===== src/common/hsc_params.svh =====
// Constants of the high speed capture port: offsets, fields, timing
`ifndef HSC_PARAMS_SVH
`define HSC_PARAMS_SVH

// ----------------------------------------------------------------------
// Register offsets and reset values
// ----------------------------------------------------------------------
`define HSC_CAPTURE_CFG_ADDR 16'hE706
`define HSC_PORT_LOCK_ADDR 16'hEC01
`define HSC_CAPTURE_CFG_RESET 8'h00
`define HSC_CAPTURE_CFG_MASK 8'h3F
`define HSC_PORT_LOCK_RESET 8'h00

// ----------------------------------------------------------------------
// Field positions
// ----------------------------------------------------------------------
`define HSC_CLKSEL_BIT 0
`define HSC_SIZE_BIT 1
`define HSC_GAP_BIT 2
`define HSC_XFER_LSB 3
`define HSC_XFER_MSB 4
`define HSC_POL_BIT 5
`define HSC_EXTREF_BIT 0
`define HSC_LOCK_BIT 1

// ----------------------------------------------------------------------
// Content select codes and burst shapes
// ----------------------------------------------------------------------
`define HSC_XFER_FULL 2'b00
`define HSC_XFER_WAVE 2'b01
`define HSC_XFER_POWER 2'b10
`define HSC_XFER_RSVD 2'b11
`define HSC_FULL_WORDS 5'h10
`define HSC_WAVE_WORDS 5'h07
`define HSC_POWER_WORDS 5'h09
`define HSC_POWER_START 4'h7

// ----------------------------------------------------------------------
// Timing
// ----------------------------------------------------------------------
`define HSC_SYS_CLK_MHZ 125
`define HSC_FAST_CLK_MHZ 8
`define HSC_SLOW_CLK_MHZ 4
`define HSC_DIV_MOD 9'(`HSC_SYS_CLK_MHZ)
`define HSC_FAST_INC 9'(2 * `HSC_FAST_CLK_MHZ)
`define HSC_SLOW_INC 9'(2 * `HSC_SLOW_CLK_MHZ)
`define HSC_GAP_CYCLES 3'h7
`define HSC_SPI_TOGGLES 2'h3

`endif


===== src/common/hsc_pkg.sv =====
// Types of the high speed capture port
package hsc_pkg;

	// ------------------------------------------------------------------
	// Streamed values from the metering core
	// ------------------------------------------------------------------
	typedef struct packed {
		logic [31:0] phaseACurrentSample;
		logic [31:0] phaseAVoltageSample;
		logic [31:0] phaseBCurrentSample;
		logic [31:0] phaseBVoltageSample;
		logic [31:0] phaseCCurrentSample;
		logic [31:0] phaseCVoltageSample;
		logic [31:0] phaseAApparentPower;
		logic [31:0] phaseBApparentPower;
		logic [31:0] phaseCApparentPower;
		logic [31:0] phaseAActivePower;
		logic [31:0] phaseBActivePower;
		logic [31:0] phaseCActivePower;
		logic [31:0] phaseAReactivePower;
		logic [31:0] phaseBReactivePower;
		logic [31:0] phaseCReactivePower;
	} hsc_values_type;

	// One word in flight, marked when it closes the burst
	typedef struct packed {
		logic [31:0] data;
		logic last;
	} hsc_word_type;

	typedef enum logic [1:0] {
		SER_IDLE = 2'b00,
		SER_SHIFT = 2'b01,
		SER_GAP = 2'b10
	} hsc_ser_state_type;

	// Two-entry buffer state
	typedef struct packed {
		hsc_word_type [1:0] mem;
		logic wrPtr;
		logic rdPtr;
		logic [1:0] count;
	} hsc_buf_state_type;

	// Capture port state
	typedef struct packed {
		logic [7:0] captureCfg;
		logic externalRef;
		logic portLocked;
		logic spiActive;
		logic [1:0] toggleCnt;
		logic selSync1;
		logic selSync2;
		logic selPrev;
		logic [7:0] readData;
		logic readValid;
		hsc_values_type snapshot;
		logic [1:0] xfer;
		logic size8;
		logic gapEn;
		logic slowClk;
		logic seqBusy;
		logic [4:0] seqIdx;
		logic [8:0] divAcc;
		logic clkLevel;
		hsc_ser_state_type serState;
		logic [31:0] shiftReg;
		logic [4:0] bitCnt;
		logic wordLast;
		logic [2:0] gapCnt;
		logic burstActive;
		logic clkOut;
		logic dataOut;
		logic activePin;
	} hsc_state_type;

endpackage


===== src/rtl/hsc_buffer.sv =====
// Two-entry word buffer between burst sequencer and serializer
`timescale 1ns/10ps
module hsc_buffer (
	// Clock and reset
	input wire logic clk,
	input wire logic sys_rst,
	// Filling side
	input wire logic inValid,
	input hsc_pkg::hsc_word_type inWord,
	output logic inReady,
	// Draining side
	output logic outValid,
	output hsc_pkg::hsc_word_type outWord,
	input wire logic outReady
);

	hsc_pkg::hsc_buf_state_type s;
	hsc_pkg::hsc_buf_state_type next_s;

	// Honest flags straight from the fill count
	assign inReady = (s.count != 2'h2);
	assign outValid = (s.count != 2'h0);
	assign outWord = s.mem[s.rdPtr];

	// ------------------------------------------------------------------
	// Next state
	// ------------------------------------------------------------------
	always_comb begin
		logic push;
		logic pop;
		push = 1'b0;
		pop = 1'b0;
		next_s = s;
		push = inValid && inReady;
		pop = outReady && outValid;
		if (push) begin
			next_s.mem[s.wrPtr] = inWord;
			next_s.wrPtr = ~s.wrPtr;
		end
		if (pop) begin
			next_s.rdPtr = ~s.rdPtr;
		end
		if (push && !pop) begin
			next_s.count = s.count + 2'h1;
		end else if (pop && !push) begin
			next_s.count = s.count - 2'h1;
		end
	end

	// State register
	always_ff @(posedge clk) begin
		if (sys_rst) begin
			s <= '0;
		end else begin
			s <= next_s;
		end
	end

endmodule // hsc_buffer


===== src/rtl/hsc_capture_port.sv =====
// High speed capture port framer with host port lock and reference select
//
// Overview of operation
// Capture clock 8 MHz or 4 MHz
// Size 0: whole 32-bit package, MSB first
// Size 1: four 8-bit packages, MSB first
// Gap enable inserts seven idle clock periods
// Code 00: sixteen words, samples, zero, powers
// Code 01: six samples then one zero
// Code 10: nine power words in order
// Code 11 behaves like code 00
// Bit 5 sets active pin polarity
// Unlocked: three select toggles enable SPI
// I2C locked by bit one, toggles ignored
// SPI active: any lock-register write locks
// Lock survives power mode changes
// Reference select: internal or external
// Reserved bits have no effect
// Active pin asserted across whole burst
`timescale 1ns/10ps
`include "hsc_params.svh"
module hsc_capture_port (
	// Clock and reset
	input wire logic clk,
	input wire logic sys_rst,
	// Register port
	input wire logic regWrite,
	input wire logic regRead,
	input wire logic [15:0] regAddr,
	input wire logic [7:0] regWriteData,
	output logic [7:0] regReadData,
	output logic regReadValid,
	// Values from the metering core
	input hsc_pkg::hsc_values_type values,
	input wire logic valuesStrobe,
	// Capture port pins
	output logic captureSerialClock,
	output logic captureSerialData,
	output logic transferActiveOutput,
	// Host port selection
	input wire logic selectOrCapturePin,
	output logic hostSpiSelect,
	output logic hostPortLocked,
	// Analog reference
	output logic externalReferenceEnable
);

	hsc_pkg::hsc_state_type s;
	hsc_pkg::hsc_state_type next_s;

	hsc_pkg::hsc_word_type bufInWord;
	hsc_pkg::hsc_word_type bufOutWord;
	logic bufInValid;
	logic bufInReady;
	logic bufOutValid;
	logic bufOutReady;

	// ------------------------------------------------------------------
	// Helper functions
	// ------------------------------------------------------------------
	// Word at a position of the full burst; position 6 is the zero word
	function automatic logic [31:0] pickWord(
		input hsc_pkg::hsc_values_type v,
		input logic [3:0] pos
	);
		logic [31:0] w;
		w = 32'h00000000;
		case (pos)
			4'h0: w = v.phaseACurrentSample;
			4'h1: w = v.phaseAVoltageSample;
			4'h2: w = v.phaseBCurrentSample;
			4'h3: w = v.phaseBVoltageSample;
			4'h4: w = v.phaseCCurrentSample;
			4'h5: w = v.phaseCVoltageSample;
			4'h6: w = 32'h00000000;
			4'h7: w = v.phaseAApparentPower;
			4'h8: w = v.phaseBApparentPower;
			4'h9: w = v.phaseCApparentPower;
			4'hA: w = v.phaseAActivePower;
			4'hB: w = v.phaseBActivePower;
			4'hC: w = v.phaseCActivePower;
			4'hD: w = v.phaseAReactivePower;
			4'hE: w = v.phaseBReactivePower;
			default: w = v.phaseCReactivePower;
		endcase
		return w;
	endfunction

	// Number of words in a burst for a content code
	function automatic logic [4:0] burstLength(input logic [1:0] code);
		logic [4:0] n;
		n = `HSC_FULL_WORDS;
		if (code == `HSC_XFER_WAVE) begin
			n = `HSC_WAVE_WORDS;
		end else if (code == `HSC_XFER_POWER) begin
			n = `HSC_POWER_WORDS;
		end
		// Reserved code keeps the full length R8
		return n;
	endfunction

	// ------------------------------------------------------------------
	// Word buffer
	// ------------------------------------------------------------------
	// Absorbs the serializer's stall while the next word is fetched
	hsc_buffer hsc_buffer_inst (
		.clk(clk),
		.sys_rst(sys_rst),
		.inValid(bufInValid),
		.inWord(bufInWord),
		.inReady(bufInReady),
		.outValid(bufOutValid),
		.outWord(bufOutWord),
		.outReady(bufOutReady)
	);

	// Sequencer feeds the buffer while a burst is being fetched
	always_comb begin
		logic [3:0] pos;
		pos = 4'h0;
		pos = s.seqIdx[3:0];
		if (s.xfer == `HSC_XFER_POWER) begin
			pos = s.seqIdx[3:0] + `HSC_POWER_START;
		end
		bufInValid = s.seqBusy;
		bufInWord.data = pickWord(s.snapshot, pos);
		bufInWord.last = (s.seqIdx == burstLength(s.xfer) - 5'h1);
	end

	// ------------------------------------------------------------------
	// Next state
	// ------------------------------------------------------------------
	always_comb begin
		logic [8:0] accSum;
		logic toggle;
		logic fallTick;
		logic riseTick;
		logic wordDone;
		logic boundary;
		logic needGap;
		logic sendBit;
		logic loadWord;
		logic selEdge;
		accSum = 9'h000;
		toggle = 1'b0;
		fallTick = 1'b0;
		riseTick = 1'b0;
		wordDone = 1'b0;
		boundary = 1'b0;
		needGap = 1'b0;
		sendBit = 1'b0;
		loadWord = 1'b0;
		selEdge = 1'b0;
		bufOutReady = 1'b0;
		next_s = s;

		// Register writes; reserved bits never stored R15
		if (regWrite) begin
			if (regAddr == `HSC_CAPTURE_CFG_ADDR) begin
				next_s.captureCfg = regWriteData & `HSC_CAPTURE_CFG_MASK;
			end else if (regAddr == `HSC_PORT_LOCK_ADDR) begin
				next_s.externalRef = regWriteData[`HSC_EXTREF_BIT];
				if (s.spiActive) begin
					next_s.portLocked = 1'b1;
				end else if (regWriteData[`HSC_LOCK_BIT]) begin
					next_s.portLocked = 1'b1;
				end
			end
		end

		// Register reads answer one cycle later; unmapped reads zero
		next_s.readValid = regRead;
		if (regRead) begin
			if (regAddr == `HSC_CAPTURE_CFG_ADDR) begin
				next_s.readData = s.captureCfg;
			end else if (regAddr == `HSC_PORT_LOCK_ADDR) begin
				next_s.readData = {6'h00, s.portLocked, s.externalRef};
			end else begin
				next_s.readData = 8'h00;
			end
		end

		// Select pin synchronizer and toggle counter
		next_s.selSync1 = selectOrCapturePin;
		next_s.selSync2 = s.selSync1;
		next_s.selPrev = s.selSync2;
		selEdge = s.selSync2 ^ s.selPrev;
		// Lock is never cleared except by reset, so power modes keep it R13
		if (selEdge && !s.portLocked && !s.spiActive) begin
			next_s.toggleCnt = s.toggleCnt + 2'h1;
			if (s.toggleCnt == `HSC_SPI_TOGGLES - 2'h1) begin
				next_s.spiActive = 1'b1;
			end
		end

		// Fractional divider: exact average rate from 125 MHz R1
		accSum = s.divAcc + (s.slowClk ? `HSC_SLOW_INC : `HSC_FAST_INC);
		if (accSum >= `HSC_DIV_MOD) begin
			next_s.divAcc = accSum - `HSC_DIV_MOD;
			toggle = 1'b1;
		end else begin
			next_s.divAcc = accSum;
		end
		if (toggle) begin
			next_s.clkLevel = ~s.clkLevel;
		end
		fallTick = toggle && s.clkLevel;
		riseTick = toggle && !s.clkLevel;

		// Burst start: snapshot values and framing settings together
		if (valuesStrobe && !s.burstActive && !s.seqBusy) begin
			next_s.snapshot = values;
			next_s.xfer = s.captureCfg[`HSC_XFER_MSB:`HSC_XFER_LSB];
			next_s.size8 = s.captureCfg[`HSC_SIZE_BIT];
			next_s.gapEn = s.captureCfg[`HSC_GAP_BIT];
			next_s.slowClk = s.captureCfg[`HSC_CLKSEL_BIT];
			next_s.seqBusy = 1'b1;
			next_s.seqIdx = 5'h00;
			next_s.burstActive = 1'b1;
		end

		// Sequencer advances on each accepted word
		if (bufInValid && bufInReady) begin
			next_s.seqIdx = s.seqIdx + 5'h01;
			if (bufInWord.last) begin
				next_s.seqBusy = 1'b0;
			end
		end

		// Serializer works on falling edges of the capture clock
		wordDone = (s.bitCnt == 5'h00);
		if (s.size8) begin
			boundary = (s.bitCnt[2:0] == 3'h0);
		end else begin
			boundary = wordDone;
		end
		needGap = s.gapEn && boundary && !(wordDone && s.wordLast);
		if (fallTick) begin
			case (s.serState)
				hsc_pkg::SER_IDLE: begin
					loadWord = 1'b1;
				end
				hsc_pkg::SER_SHIFT: begin
					if (needGap) begin
						next_s.serState = hsc_pkg::SER_GAP;
						next_s.gapCnt = 3'h1;
					end else if (wordDone) begin
						loadWord = 1'b1;
					end else begin
						sendBit = 1'b1;
					end
				end
				hsc_pkg::SER_GAP: begin
					if (s.gapCnt == `HSC_GAP_CYCLES) begin
						next_s.serState = hsc_pkg::SER_SHIFT;
						if (wordDone) begin
							loadWord = 1'b1;
						end else begin
							sendBit = 1'b1;
						end
					end else begin
						next_s.gapCnt = s.gapCnt + 3'h1;
					end
				end
				default: begin
					next_s.serState = hsc_pkg::SER_IDLE;
				end
			endcase
		end

		// Load the next word, or close the burst when none remains
		if (loadWord) begin
			if (bufOutValid) begin
				bufOutReady = 1'b1;
				next_s.serState = hsc_pkg::SER_SHIFT;
				next_s.dataOut = bufOutWord.data[31];
				next_s.shiftReg = {bufOutWord.data[30:0], 1'b0};
				next_s.bitCnt = 5'h01;
				next_s.wordLast = bufOutWord.last;
				next_s.clkOut = 1'b0;
			end else begin
				next_s.serState = hsc_pkg::SER_IDLE;
				if ((s.serState != hsc_pkg::SER_IDLE && s.wordLast) ||
						(s.burstActive && !s.seqBusy)) begin
					next_s.burstActive = 1'b0;
				end
			end
		end

		// Next bit, most significant first
		if (sendBit) begin
			next_s.dataOut = s.shiftReg[31];
			next_s.shiftReg = {s.shiftReg[30:0], 1'b0};
			next_s.bitCnt = s.bitCnt + 5'h01;
			next_s.clkOut = 1'b0;
		end

		// Clock idles high; only data periods pulse it low
		if (riseTick) begin
			next_s.clkOut = 1'b1;
		end

		// Polarity follows the live register bit R9
		if (next_s.captureCfg[`HSC_POL_BIT]) begin
			next_s.activePin = next_s.burstActive;
		end else begin
			next_s.activePin = ~next_s.burstActive;
		end
	end

	// ------------------------------------------------------------------
	// State register
	// ------------------------------------------------------------------
	always_ff @(posedge clk) begin
		if (sys_rst) begin
			s <= '0;
			s.captureCfg <= `HSC_CAPTURE_CFG_RESET;
			s.externalRef <= 1'(`HSC_PORT_LOCK_RESET >> `HSC_EXTREF_BIT);
			// Select pin idles high; a low reset value gave a false toggle
			s.selSync1 <= 1'b1;
			s.selSync2 <= 1'b1;
			s.selPrev <= 1'b1;
			s.clkOut <= 1'b1;
			s.activePin <= 1'b1;
			s.serState <= hsc_pkg::SER_IDLE;
		end else begin
			s <= next_s;
		end
	end

	// Outputs straight from flip-flops
	assign regReadData = s.readData;
	assign regReadValid = s.readValid;
	assign captureSerialClock = s.clkOut;
	assign captureSerialData = s.dataOut;
	assign transferActiveOutput = s.activePin;
	assign hostSpiSelect = s.spiActive;
	assign hostPortLocked = s.portLocked;
	assign externalReferenceEnable = s.externalRef;

endmodule // hsc_capture_port


===== config.mk =====
export PLATFORM = sky130hd
export DESIGN_NAME = hsc_capture_port
export DESIGN_NICKNAME = d
export VERILOG_FILES = /design/src/common/hsc_pkg.sv /design/src/rtl/hsc_buffer.sv /design/src/rtl/hsc_capture_port.sv
export VERILOG_INCLUDE_DIRS = /design/src /design/src/common
export SDC_FILE = /design/constraint.sdc
export NUM_CORES = 1
export LEC_CHECK = 0
export BUFFER_PORTS_ARGS = -buffer_cell sky130_fd_sc_hd__buf_4
export CAP_MARGIN = 0
export CORE_MARGIN = 1
export CORE_UTILIZATION = 43
export CTS_BUF_LIST = sky130_fd_sc_hd__clkbuf_16
export DETAILED_ROUTE_END_ITERATION = 7
export GPL_TIMING_DRIVEN = 1
export MAX_ROUTING_LAYER = met4
export PLACE_DENSITY_LB_ADDON = 0.12
export SYNTH_ARGS = -nofsm -noshare
export SYNTH_HDL_FRONTEND = slang
export SYNTH_SLANG_ARGS = --single-unit

===== constraint.sdc =====
create_clock -name clk -period 4.5 [get_ports clk]
set_input_delay 0.45 -clock clk [delete_from_list [all_inputs] [get_ports clk]]
set_output_delay 0.45 -clock clk [all_outputs]
set_load 0.01 [all_outputs]

After elaboration in Yosys (flattened, before gate mapping)
Cells that the tools add are included.
{"block": "op_classes", "addsub": 10, "n_bitwise": 6, "eq_ne": 29, "n_reduce_logical": 47, "n_mux": 56, "magnitude_cmp": 4}
{"cell": "$pmux W32 S15", "count": 1}
{"cell": "$mux W33", "count": 3}
{"cell": "$bwmux W66", "count": 1}
{"cell": "$mux W40", "count": 1}
{"cell": "$mux W38", "count": 1}
{"cell": "$mux W37", "count": 1}
{"cell": "$demux W33 S1", "count": 1}
{"cell": "$eq A16 B16 Y1 const B", "count": 2}
{"cell": "$eq A4 B4 Y1 const B", "count": 7}
{"cell": "$mux W6", "count": 4}
{"cell": "$mux W1", "count": 20}
{"cell": "$mux W2", "count": 10}
{"cell": "$reduce_bool A2 Y1", "count": 9}
{"cell": "$eq A4 B3 Y1 const B", "count": 4}
{"cell": "$logic_and A1 B1 Y1", "count": 16}
{"cell": "$mux W5", "count": 3}
{"cell": "$reduce_and A4 Y1", "count": 3}
{"cell": "$add A5 B1 Y5 const B", "count": 2}
{"cell": "$add A9 B5 Y9", "count": 1}
{"cell": "$ge A9 B7 Y1 const B", "count": 1}
{"cell": "$mux W3", "count": 3}
{"cell": "$mux W9", "count": 1}
{"cell": "$sub A9 B7 Y9 const B", "count": 1}
{"cell": "$eq A4 B2 Y1 const B", "count": 2}
{"cell": "other kinds (31)", "count": 54}
{"block": "totals", "output_inout_bits": 15, "in_bits": 510, "regBits": 640, "word_cells": 202}

Longest topological paths before layout
Gate-level depths: netlist (run 1).
{"block": "depth", "depth_word": 12, "ltp_mapped": 15, "depth_no_buf": 12}

Hierarchy
From an unflattened synthesis (run 1), not the netlist that was laid out.
{"block": "hier_totals", "hier_cells": 3579, "area_unflattened_um2": 27999.4}
{"mod": "hsc_capture_port", "seq_area_each_um2": 11370.9, "cells_each": 3228, "area_each_um2": 24662.4, "instances": 1}
{"mod": "hsc_buffer", "seq_area_each_um2": 1401.3, "cells_each": 351, "area_each_um2": 3337.0, "instances": 1}

Worst setup path before layout (run 1)
OpenSTA, ideal clock, no wires.
{"block": "synth_timing", "path_type": "register to register", "startpoint": "register s[57] in the netlist's numbering", "endpoint": "register hsc_buffer_inst.s[14] in the netlist's numbering", "required_ps": 4362, "period_less_slack_ps": 3335, "setup_time_ps": 138, "t_arrival_ps": 3197, "path_buffers": 6, "setup_slack_ps": 1165, "path_stages_with_launch": 15, "cell_sequence": "dfxtp_1 -> buf_4 -> buf_2 -> inv_2 -> clkbuf_1 -> ha_1 -> clkbuf_1 -> buf_2 -> buf_1 -> mux2i_1 -> o22ai_1 -> a22oi_1 -> o221ai_1 -> a2111oi_0 -> o31ai_1"}
{"block": "synth_between", "elab_chain_len": 5, "elab_cells_between_ends": 19, "cone_classes": "add/sub (1); eq/ne (14); mux (3); reduce/logical (1)"}
{"item": "from (decl)", "line": "hsc_capture_port.sv:48", "rtl": "hsc_pkg::hsc_state_type s;"}
{"item": "from (signal assigned)", "line": "hsc_capture_port.sv:327", "rtl": "s <= next_s;"}
{"item": "$add A4 B3 Y4 (no source line)"}
{"item": "$mux W4 *", "line": "hsc_capture_port.sv:122", "rtl": "if (s.xfer == `HSC_XFER_POWER) begin"}
{"item": "$eq A4 B4 Y1, or another cell as far along", "line": "hsc_capture_port.sv:68", "rtl": "case (pos)"}
{"item": "$pmux W32 S15 *", "line": "hsc_capture_port.sv:68"}
{"item": "$bwmux W66 *", "line": "hsc_buffer.sv:37", "rtl": "next_s.mem[s.wrPtr] = inWord;"}
{"item": "to (signal assigned)", "line": "hsc_buffer.sv:55", "rtl": "s <= next_s;"}
{"item": "to (decl)", "line": "hsc_buffer.sv:17", "rtl": "hsc_pkg::hsc_buf_state_type s;"}
Every way passes the cells marked *; elsewhere a longest branch is shown, timed or not.
A chain may end at the register's enable or synchronous reset.

Final worst setup path (run 1)
{"block": "layout_timing", "startpoint": "register s[66] in the netlist's numbering", "endpoint": "register hsc_buffer_inst.s[14] in the netlist's numbering"}
{"block": "layout_between", "elab_chain_len": 5, "elab_cells_between_ends": 19, "cone_classes": "eq/ne (15); mux (3); reduce/logical (1)"}
{"item": "$eq A2 B2 Y1 (no source line) *"}
{"item": "$mux W4 *", "line": "hsc_capture_port.sv:122"}
{"item": "$eq A4 B4 Y1, or another cell as far along", "line": "hsc_capture_port.sv:68"}
{"item": "$pmux W32 S15 *", "line": "hsc_capture_port.sv:68"}
{"item": "$bwmux W66 *", "line": "hsc_buffer.sv:37"}
Marked as above.

==> impl_metrics.tcl, run 1 <==
set metrics [dict create \
    status "finished, final reports clean" \
    period_share 0.909 \
    rrSetupSlack_ns 0.41 \
    synth_cell_types 87 \
    async_reset_ff_frac 0 \
    crit_path_max_fanout 33 \
    boundaryPins 525 \
    slowest_delay_ns 1.20 \
    synth.cell_area_mm2 0.0283 \
    die_h_um 259 \
    drv_cap 0 \
    drive_above_1_share 0.197 \
    worstMarginPinSlew_ns 1.36 \
    worstHoldStart "values[434]" \
    max-slew-margin-rel 0.0920 \
    cp-end-kind "register" \
    fin_crit_ns 4.09 \
    placed_area_mm2 0.0329 \
    core_mm2 0.0647 \
    hold_depth 3 \
    cp.required_ns 5.04 \
    synth_cells 3624 \
    synth_xor_area_frac 0.00703 \
    critical-path-top-delay-family "compound AO/OA/AOI/OAI gates" \
    first_iter_violations 4023 \
    antenna_found_initial 7 \
    grt_pass1_vias 26300 \
    reg2reg_to "hsc_buffer_inst.s[14]" \
    grt_usage 0.367 \
    path_cells "inv_1, ha_2, nand2_1, o32ai_2, a22oi_1, o221ai_1, a2111oi_1, buf_4, o31ai_1" \
    grt_pass1_wl_um 175000 \
    p_leak_uw 0.0133 \
    synth_adder_area_share 0.00910 \
    synth_area_leaders "dfxtp_1 (45%), nand2_1 (15%), a21oi_1 (10%)" \
    die_w_um 259 \
    rows 93 \
    synth_edf_count 0 \
    cts_max_path_buffers 3 \
    synthMuxAreaShare 0.0383 \
    hold_path_class "in2reg" \
    cts.sinks 638 \
    whs_ns 0.0585 \
    numCtsBuffers 71 \
    synth_seq_cells 638 \
    drt-total-wl_um 124000 \
    finalSetupTns_ns 0 \
    holdPathEnd "s[502]" \
    cp-start-kind "register" \
    portBuffers 520 \
    slowest_stage "o32ai_2" \
    die_area_mm2 0.0669 \
    rr_startpoint "s[66]" \
    stdcell_count 4919 \
    drcViolationCount 0 \
    drtPass1Iterations 6 \
    cts_tree "yes" \
    ctsResizeCount 0 \
    htree_levels 3 \
    synth_top_family_by_area "compound AO/OA/AOI/OAI gates" \
    avgSynthCellArea_um2 7.81 \
    yosys.area.top_type "dfxtp_1" \
    cp_num_buf_inv 2 \
    grt_overflow 0 \
    hold_viol 0 \
    fin_area_mm2 0.0353 \
    grt_max_degree 190 \
    yosys.area_share.simple 0.214 \
    arrival_ns 4.63 \
    clkLatencyLatePin_ns 0.64 \
    yosysWarnings 0 \
    synth_common_cells "nand2_1 (1108), dfxtp_1 (638), a21oi_1 (589)" \
    synth_compound_area_frac 0.229 \
    synth_top_cell_area_share 0.451 \
    rsz0062_at_grt "no" \
    antenna_left 0 \
    max-vdd-ir-drop_mv 0.267 \
    crit_type "reg2reg" \
    yosysSeqAreaShare 0.451 \
    slew_viol_final 0 \
    clockRootBuffer "clkbuf_16" \
    clkTransAtPathRegs_ns 0.06 \
    start_util 0.438 \
    via_per_inst 5.89 \
    vias 29000 \
    hpwl_um 91200 \
    final_nets 4530 \
    setup_viol 0 \
    clock_skew_ns 0.0197 \
    synthFlopType "dfxtp_1" \
    finalWeightedCongestion 1.00 \
    dp_cells 4781 \
    synthToLayoutAreaGrowth_pct 24.6 \
    yosysMostFrequentCell "nand2_1" \
    routedWlPerCell_um 25.2 \
    fmax_mhz 244 \
    p_per_area_mw_per_mm2 406 \
    r2r_cells 9 \
]
[placed cells by master (no fill, tap or decap), types with 19 or more instances in the layout]
| master | instances |
|---|---|
| mux2i_1 | 60 |
| nand2_1 | 1107 |
| a22oi_1 | 72 |
| mux2_2 | 35 |
| a32oi_1 | 19 |
| nand4_1 | 20 |
| dfxtp_1 | 636 |
| buf_4 | 603 |
| a221oi_1 | 32 |
| o22ai_1 | 33 |
| inv_1 | 42 |
| a31oi_1 | 21 |
| o21ai_0 | 70 |
| nand3_1 | 42 |
| nor2_1 | 96 |
| o2bb2ai_1 | 33 |
| nand2b_1 | 30 |
| a21oi_1 | 585 |
| clkinv_1 | 23 |
| nor3_1 | 23 |
| clkbuf_16 | 72 |
[final cells by class]
| class | instances | area [um^2] |
|---|---|---|
| diodes | 6 | 15.0 |
| clock buffers | 72 | 1800 |
| clock inverters | 59 | 528 |
| fillers | 6528 | 29400 |
| inverters | 34 | 128 |
| multi-input cells | 2640 | 14200 |
| flip-flops and latches | 638 | 12800 |
| well taps | 855 | 1070 |
| repair buffers | 615 | 4750 |
[worst min-delay path, stage by stage]
cell and delay [ns]:
buf_4 0.11, nand2_1 0.04, a21oi_1 0.05
[flip-flops by register name (all words and copies together), names as in the netlist, 2 cells and up]
register           flops
regReadData            6
s                    552
next_s                 2
hsc_buffer_inst.s     70
[power by group]
group / switching, uW / total, uW / internal [uW]
Clock: 2490 / 5890 / 3390
Combinational: 1330 / 2140 / 804
Sequential: 303 / 6300 / 6000
[cells by family (layout without fill, tap and decap cells)]
group	Yosys count	after routing
AO/OA/AOI/OAI	1051	1051
XOR/XNOR	21	21
adder cells (fa/ha/maj)	20	20
buffers and inverters	347	780
flip-flops	638	638
multiplexers	99	99
other	1	8
AND/OR/NAND/NOR	1447	1447
[how the worst max path moves through the flow]
stage	startpoint	to	slack (ns)	cells past startpoint
after floorplan	s[57]	hsc_buffer_inst.s[14]	1.17	14
after global placement	s[66]	hsc_buffer_inst.s[24]	0.71	9
after detailed placement	s[66]	hsc_buffer_inst.s[24]	0.68	9
after CTS	s[66]	hsc_buffer_inst.s[24]	0.65	9
after global routing	s[67]	hsc_buffer_inst.s[14]	0.40	8
final	s[66]	hsc_buffer_inst.s[14]	0.41	9
[per-stage QoR]
step	utilization	worst slack, ns	power [uW]
global route	0.545	0.404	14800
global placement	0.509	0.715	8480
CTS	0.545	0.652	14300
floorplan	-	1.17	7460
finish	0.545	0.409	14300
detailed placement	0.509	0.678	8500
[per-layer routing]
layer | global-route usage | up-vias | part of all wire
li1 | - | 13400 | -
met4 | 0.215 | 0 | 0.065
met2 | 0.544 | 1511 | 0.45
met5 | - | - | 0
met3 | 0.0654 | 325 | 0.090
met1 | 0.468 | 13800 | 0.40
[repair_timing]
action,CTS,global route
hold buffers,1,0
buffers inserted,0,0
endpoints found under the hold margin,1,0
(Power assumes the default switching activity.)
==> inputs of run 2 (changes only) <==
--- a/config.mk
+++ b/config.mk
@@ -13,7 +13,6 @@
 export CTS_BUF_LIST = sky130_fd_sc_hd__clkbuf_16
 export DETAILED_ROUTE_END_ITERATION = 7
 export GPL_TIMING_DRIVEN = 1
-export MAX_ROUTING_LAYER = met4
 export PLACE_DENSITY_LB_ADDON = 0.12
 export SYNTH_ARGS = -nofsm -noshare
 export SYNTH_HDL_FRONTEND = slang
==> impl_metrics.tcl, run 2 (synthesis gave the netlist of run 1 again) <==
set metrics [dict create \
    finalSetupTns_ns 0 \
    max-slew-margin-rel 0.221 \
    clkLatencyLatePin_ns 0.63 \
    rsz0062_at_grt "no" \
    slew_viol_final 0 \
    status "finished, final reports clean" \
    grt_overflow 0 \
    regMostFlops "s" \
    die_w_um 259 \
    cts_tree "yes" \
    p_per_area_mw_per_mm2 399 \
    period_share 0.896 \
    power_frac_comb 0.151 \
    numCtsBuffers 71 \
    finalWeightedCongestion 1.00 \
    arrival_ns 4.49 \
    drive_above_1_share 0.195 \
    largest_reg_flops 552 \
    grt_pass1_wl_um 174000 \
    first_iter_violations 4042 \
    timing.final.ws_setup_ns 0.468 \
    multi_input_area_mm2 0.0142 \
    ctsHoldBuffers 0 \
    stdcell_count 4903 \
    p_leak_uw 0.0133 \
    boundaryPins 525 \
    die_area_mm2 0.0669 \
    antenna_found_initial 12 \
    clockRootBuffer "clkbuf_16" \
    cp-end-kind "register" \
    final_cell_mix "nand2_1 (1107), dfxtp_1 (636), buf_4 (592), a21oi_1 (585), nor2_1 (96)" \
    cts.sinks 638 \
    postCtsSetupBuffers 0 \
    dp_cells 4774 \
    hold_viol 0 \
    final_common_cell "nand2_1" \
    grt_max_degree 154 \
    die_h_um 259 \
    final_nets 4522 \
    drv_cap 0 \
    via_per_inst 5.87 \
    max-vdd-ir-drop_mv 0.222 \
    ctsResizeCount 0 \
    p_clk_frac 0.399 \
    p_int_uw 9990 \
    drcViolationCount 0 \
    p_switching_uw 4020 \
    grt_pass1_vias 26000 \
    htree_levels 3 \
    cts_max_path_buffers 3 \
    swShare 0.287 \
    synthToLayoutAreaGrowth_pct 24.0 \
    core_mm2 0.0647 \
    fin_crit_ns 4.03 \
    whs_ns 0.0241 \
    fmax_mhz 248 \
    clock_skew_ns 0.0235 \
    vias 28800 \
    hpwl_um 89800 \
    post-place-ws_ns 0.730 \
    portBuffers 520 \
    seq_area_mm2 0.0128 \
    cp.required_ns 4.96 \
    crit_type "reg2reg" \
    drtPass1Iterations 6 \
    rows 93 \
    grt_usage 0.354 \
    setup_viol 0 \
    routedWlPerCell_um 25.0 \
    clkTransAtPathRegs_ns 0.06 \
    pwr-share-seq 0.450 \
    worstMarginPinSlew_ns 1.16 \
    start_util 0.438 \
    hold_path_class "in2reg" \
    crit_path_max_fanout 31 \
    antenna_left 0 \
    cp-start-kind "register" \
    fillCellCount 6504 \
    drt-total-wl_um 123000 \
]
[run 2: worst paths after layout]
| kind | start | to | slack, ns | cells after the start |
|---|---|---|---|---|
| setup / recovery | s[66] | hsc_buffer_inst.s[9] | 0.47 | 11 |
| hold / removal | selectOrCapturePin | next_s[558] | 0.02 | 2 |
| setup reg to reg | s[66] | hsc_buffer_inst.s[9] | 0.47 | 11 |
| hold reg to reg | next_s[558] | next_s[557] | 0.41 | 1 |
[run 2: critical path, stage by stage (launching register included)]
cell,delay [ns]
dfxtp_1,0.35
inv_1,0.05
ha_2,0.39
xnor2_2,0.81
buf_4,0.30
a21oi_4,0.04
buf_4,0.22
a22oi_1,0.27
o22a_1,0.20
o221ai_1,0.15
a211oi_1,0.85
o32ai_1,0.20
[run 2: layout make-up]
type / instances / share of cell area
clock inverters: 48 / 0.0105
multi-input cells: 2640 / 0.404
repair buffers: 607 / 0.135
flip-flops and latches: 638 / 0.364
clock buffers: 72 / 0.0513
inverters: 34 / 0.00364
well taps: 855 / 0.0305
diodes: 9 / 0.000642
[run 2: power groups by stage]
| stage | Combinational, uW | Sequential (uW) | Clock (uW) |
|---|---|---|---|
| 2_1_floorplan | 1200 | 6260 | 0 |
| 4_1_cts | 2070 | 6290 | 5650 |
| 3_5_place_dp | 2070 | 6410 | 0 |
| 6_report | 2110 | 6310 | 5590 |
| 5_1_grt | 2260 | 6330 | 5910 |
| 3_3_place_gp | 2050 | 6410 | 0 |
[run 2: metal layers]
layer	wire (um)	vias up	track usage
li1	-	13300	-
met1	48000	13600	0.463
met2	55500	1482	0.545
met3	11700	295	0.0692
met4	7380	2	0.202
met5	17	-	0
[run 2: metrics by stage]
| stage | utilization | cell area (um^2) | power (uW) |
|---|---|---|---|
| floorplan | - | 28300 | 7460 |
| global placement | 0.509 | 32900 | 8460 |
| detailed placement | 0.509 | 32900 | 8480 |
| CTS | 0.542 | 35100 | 14000 |
| global route | 0.543 | 35100 | 14500 |
| finish | 0.543 | 35100 | 14000 |
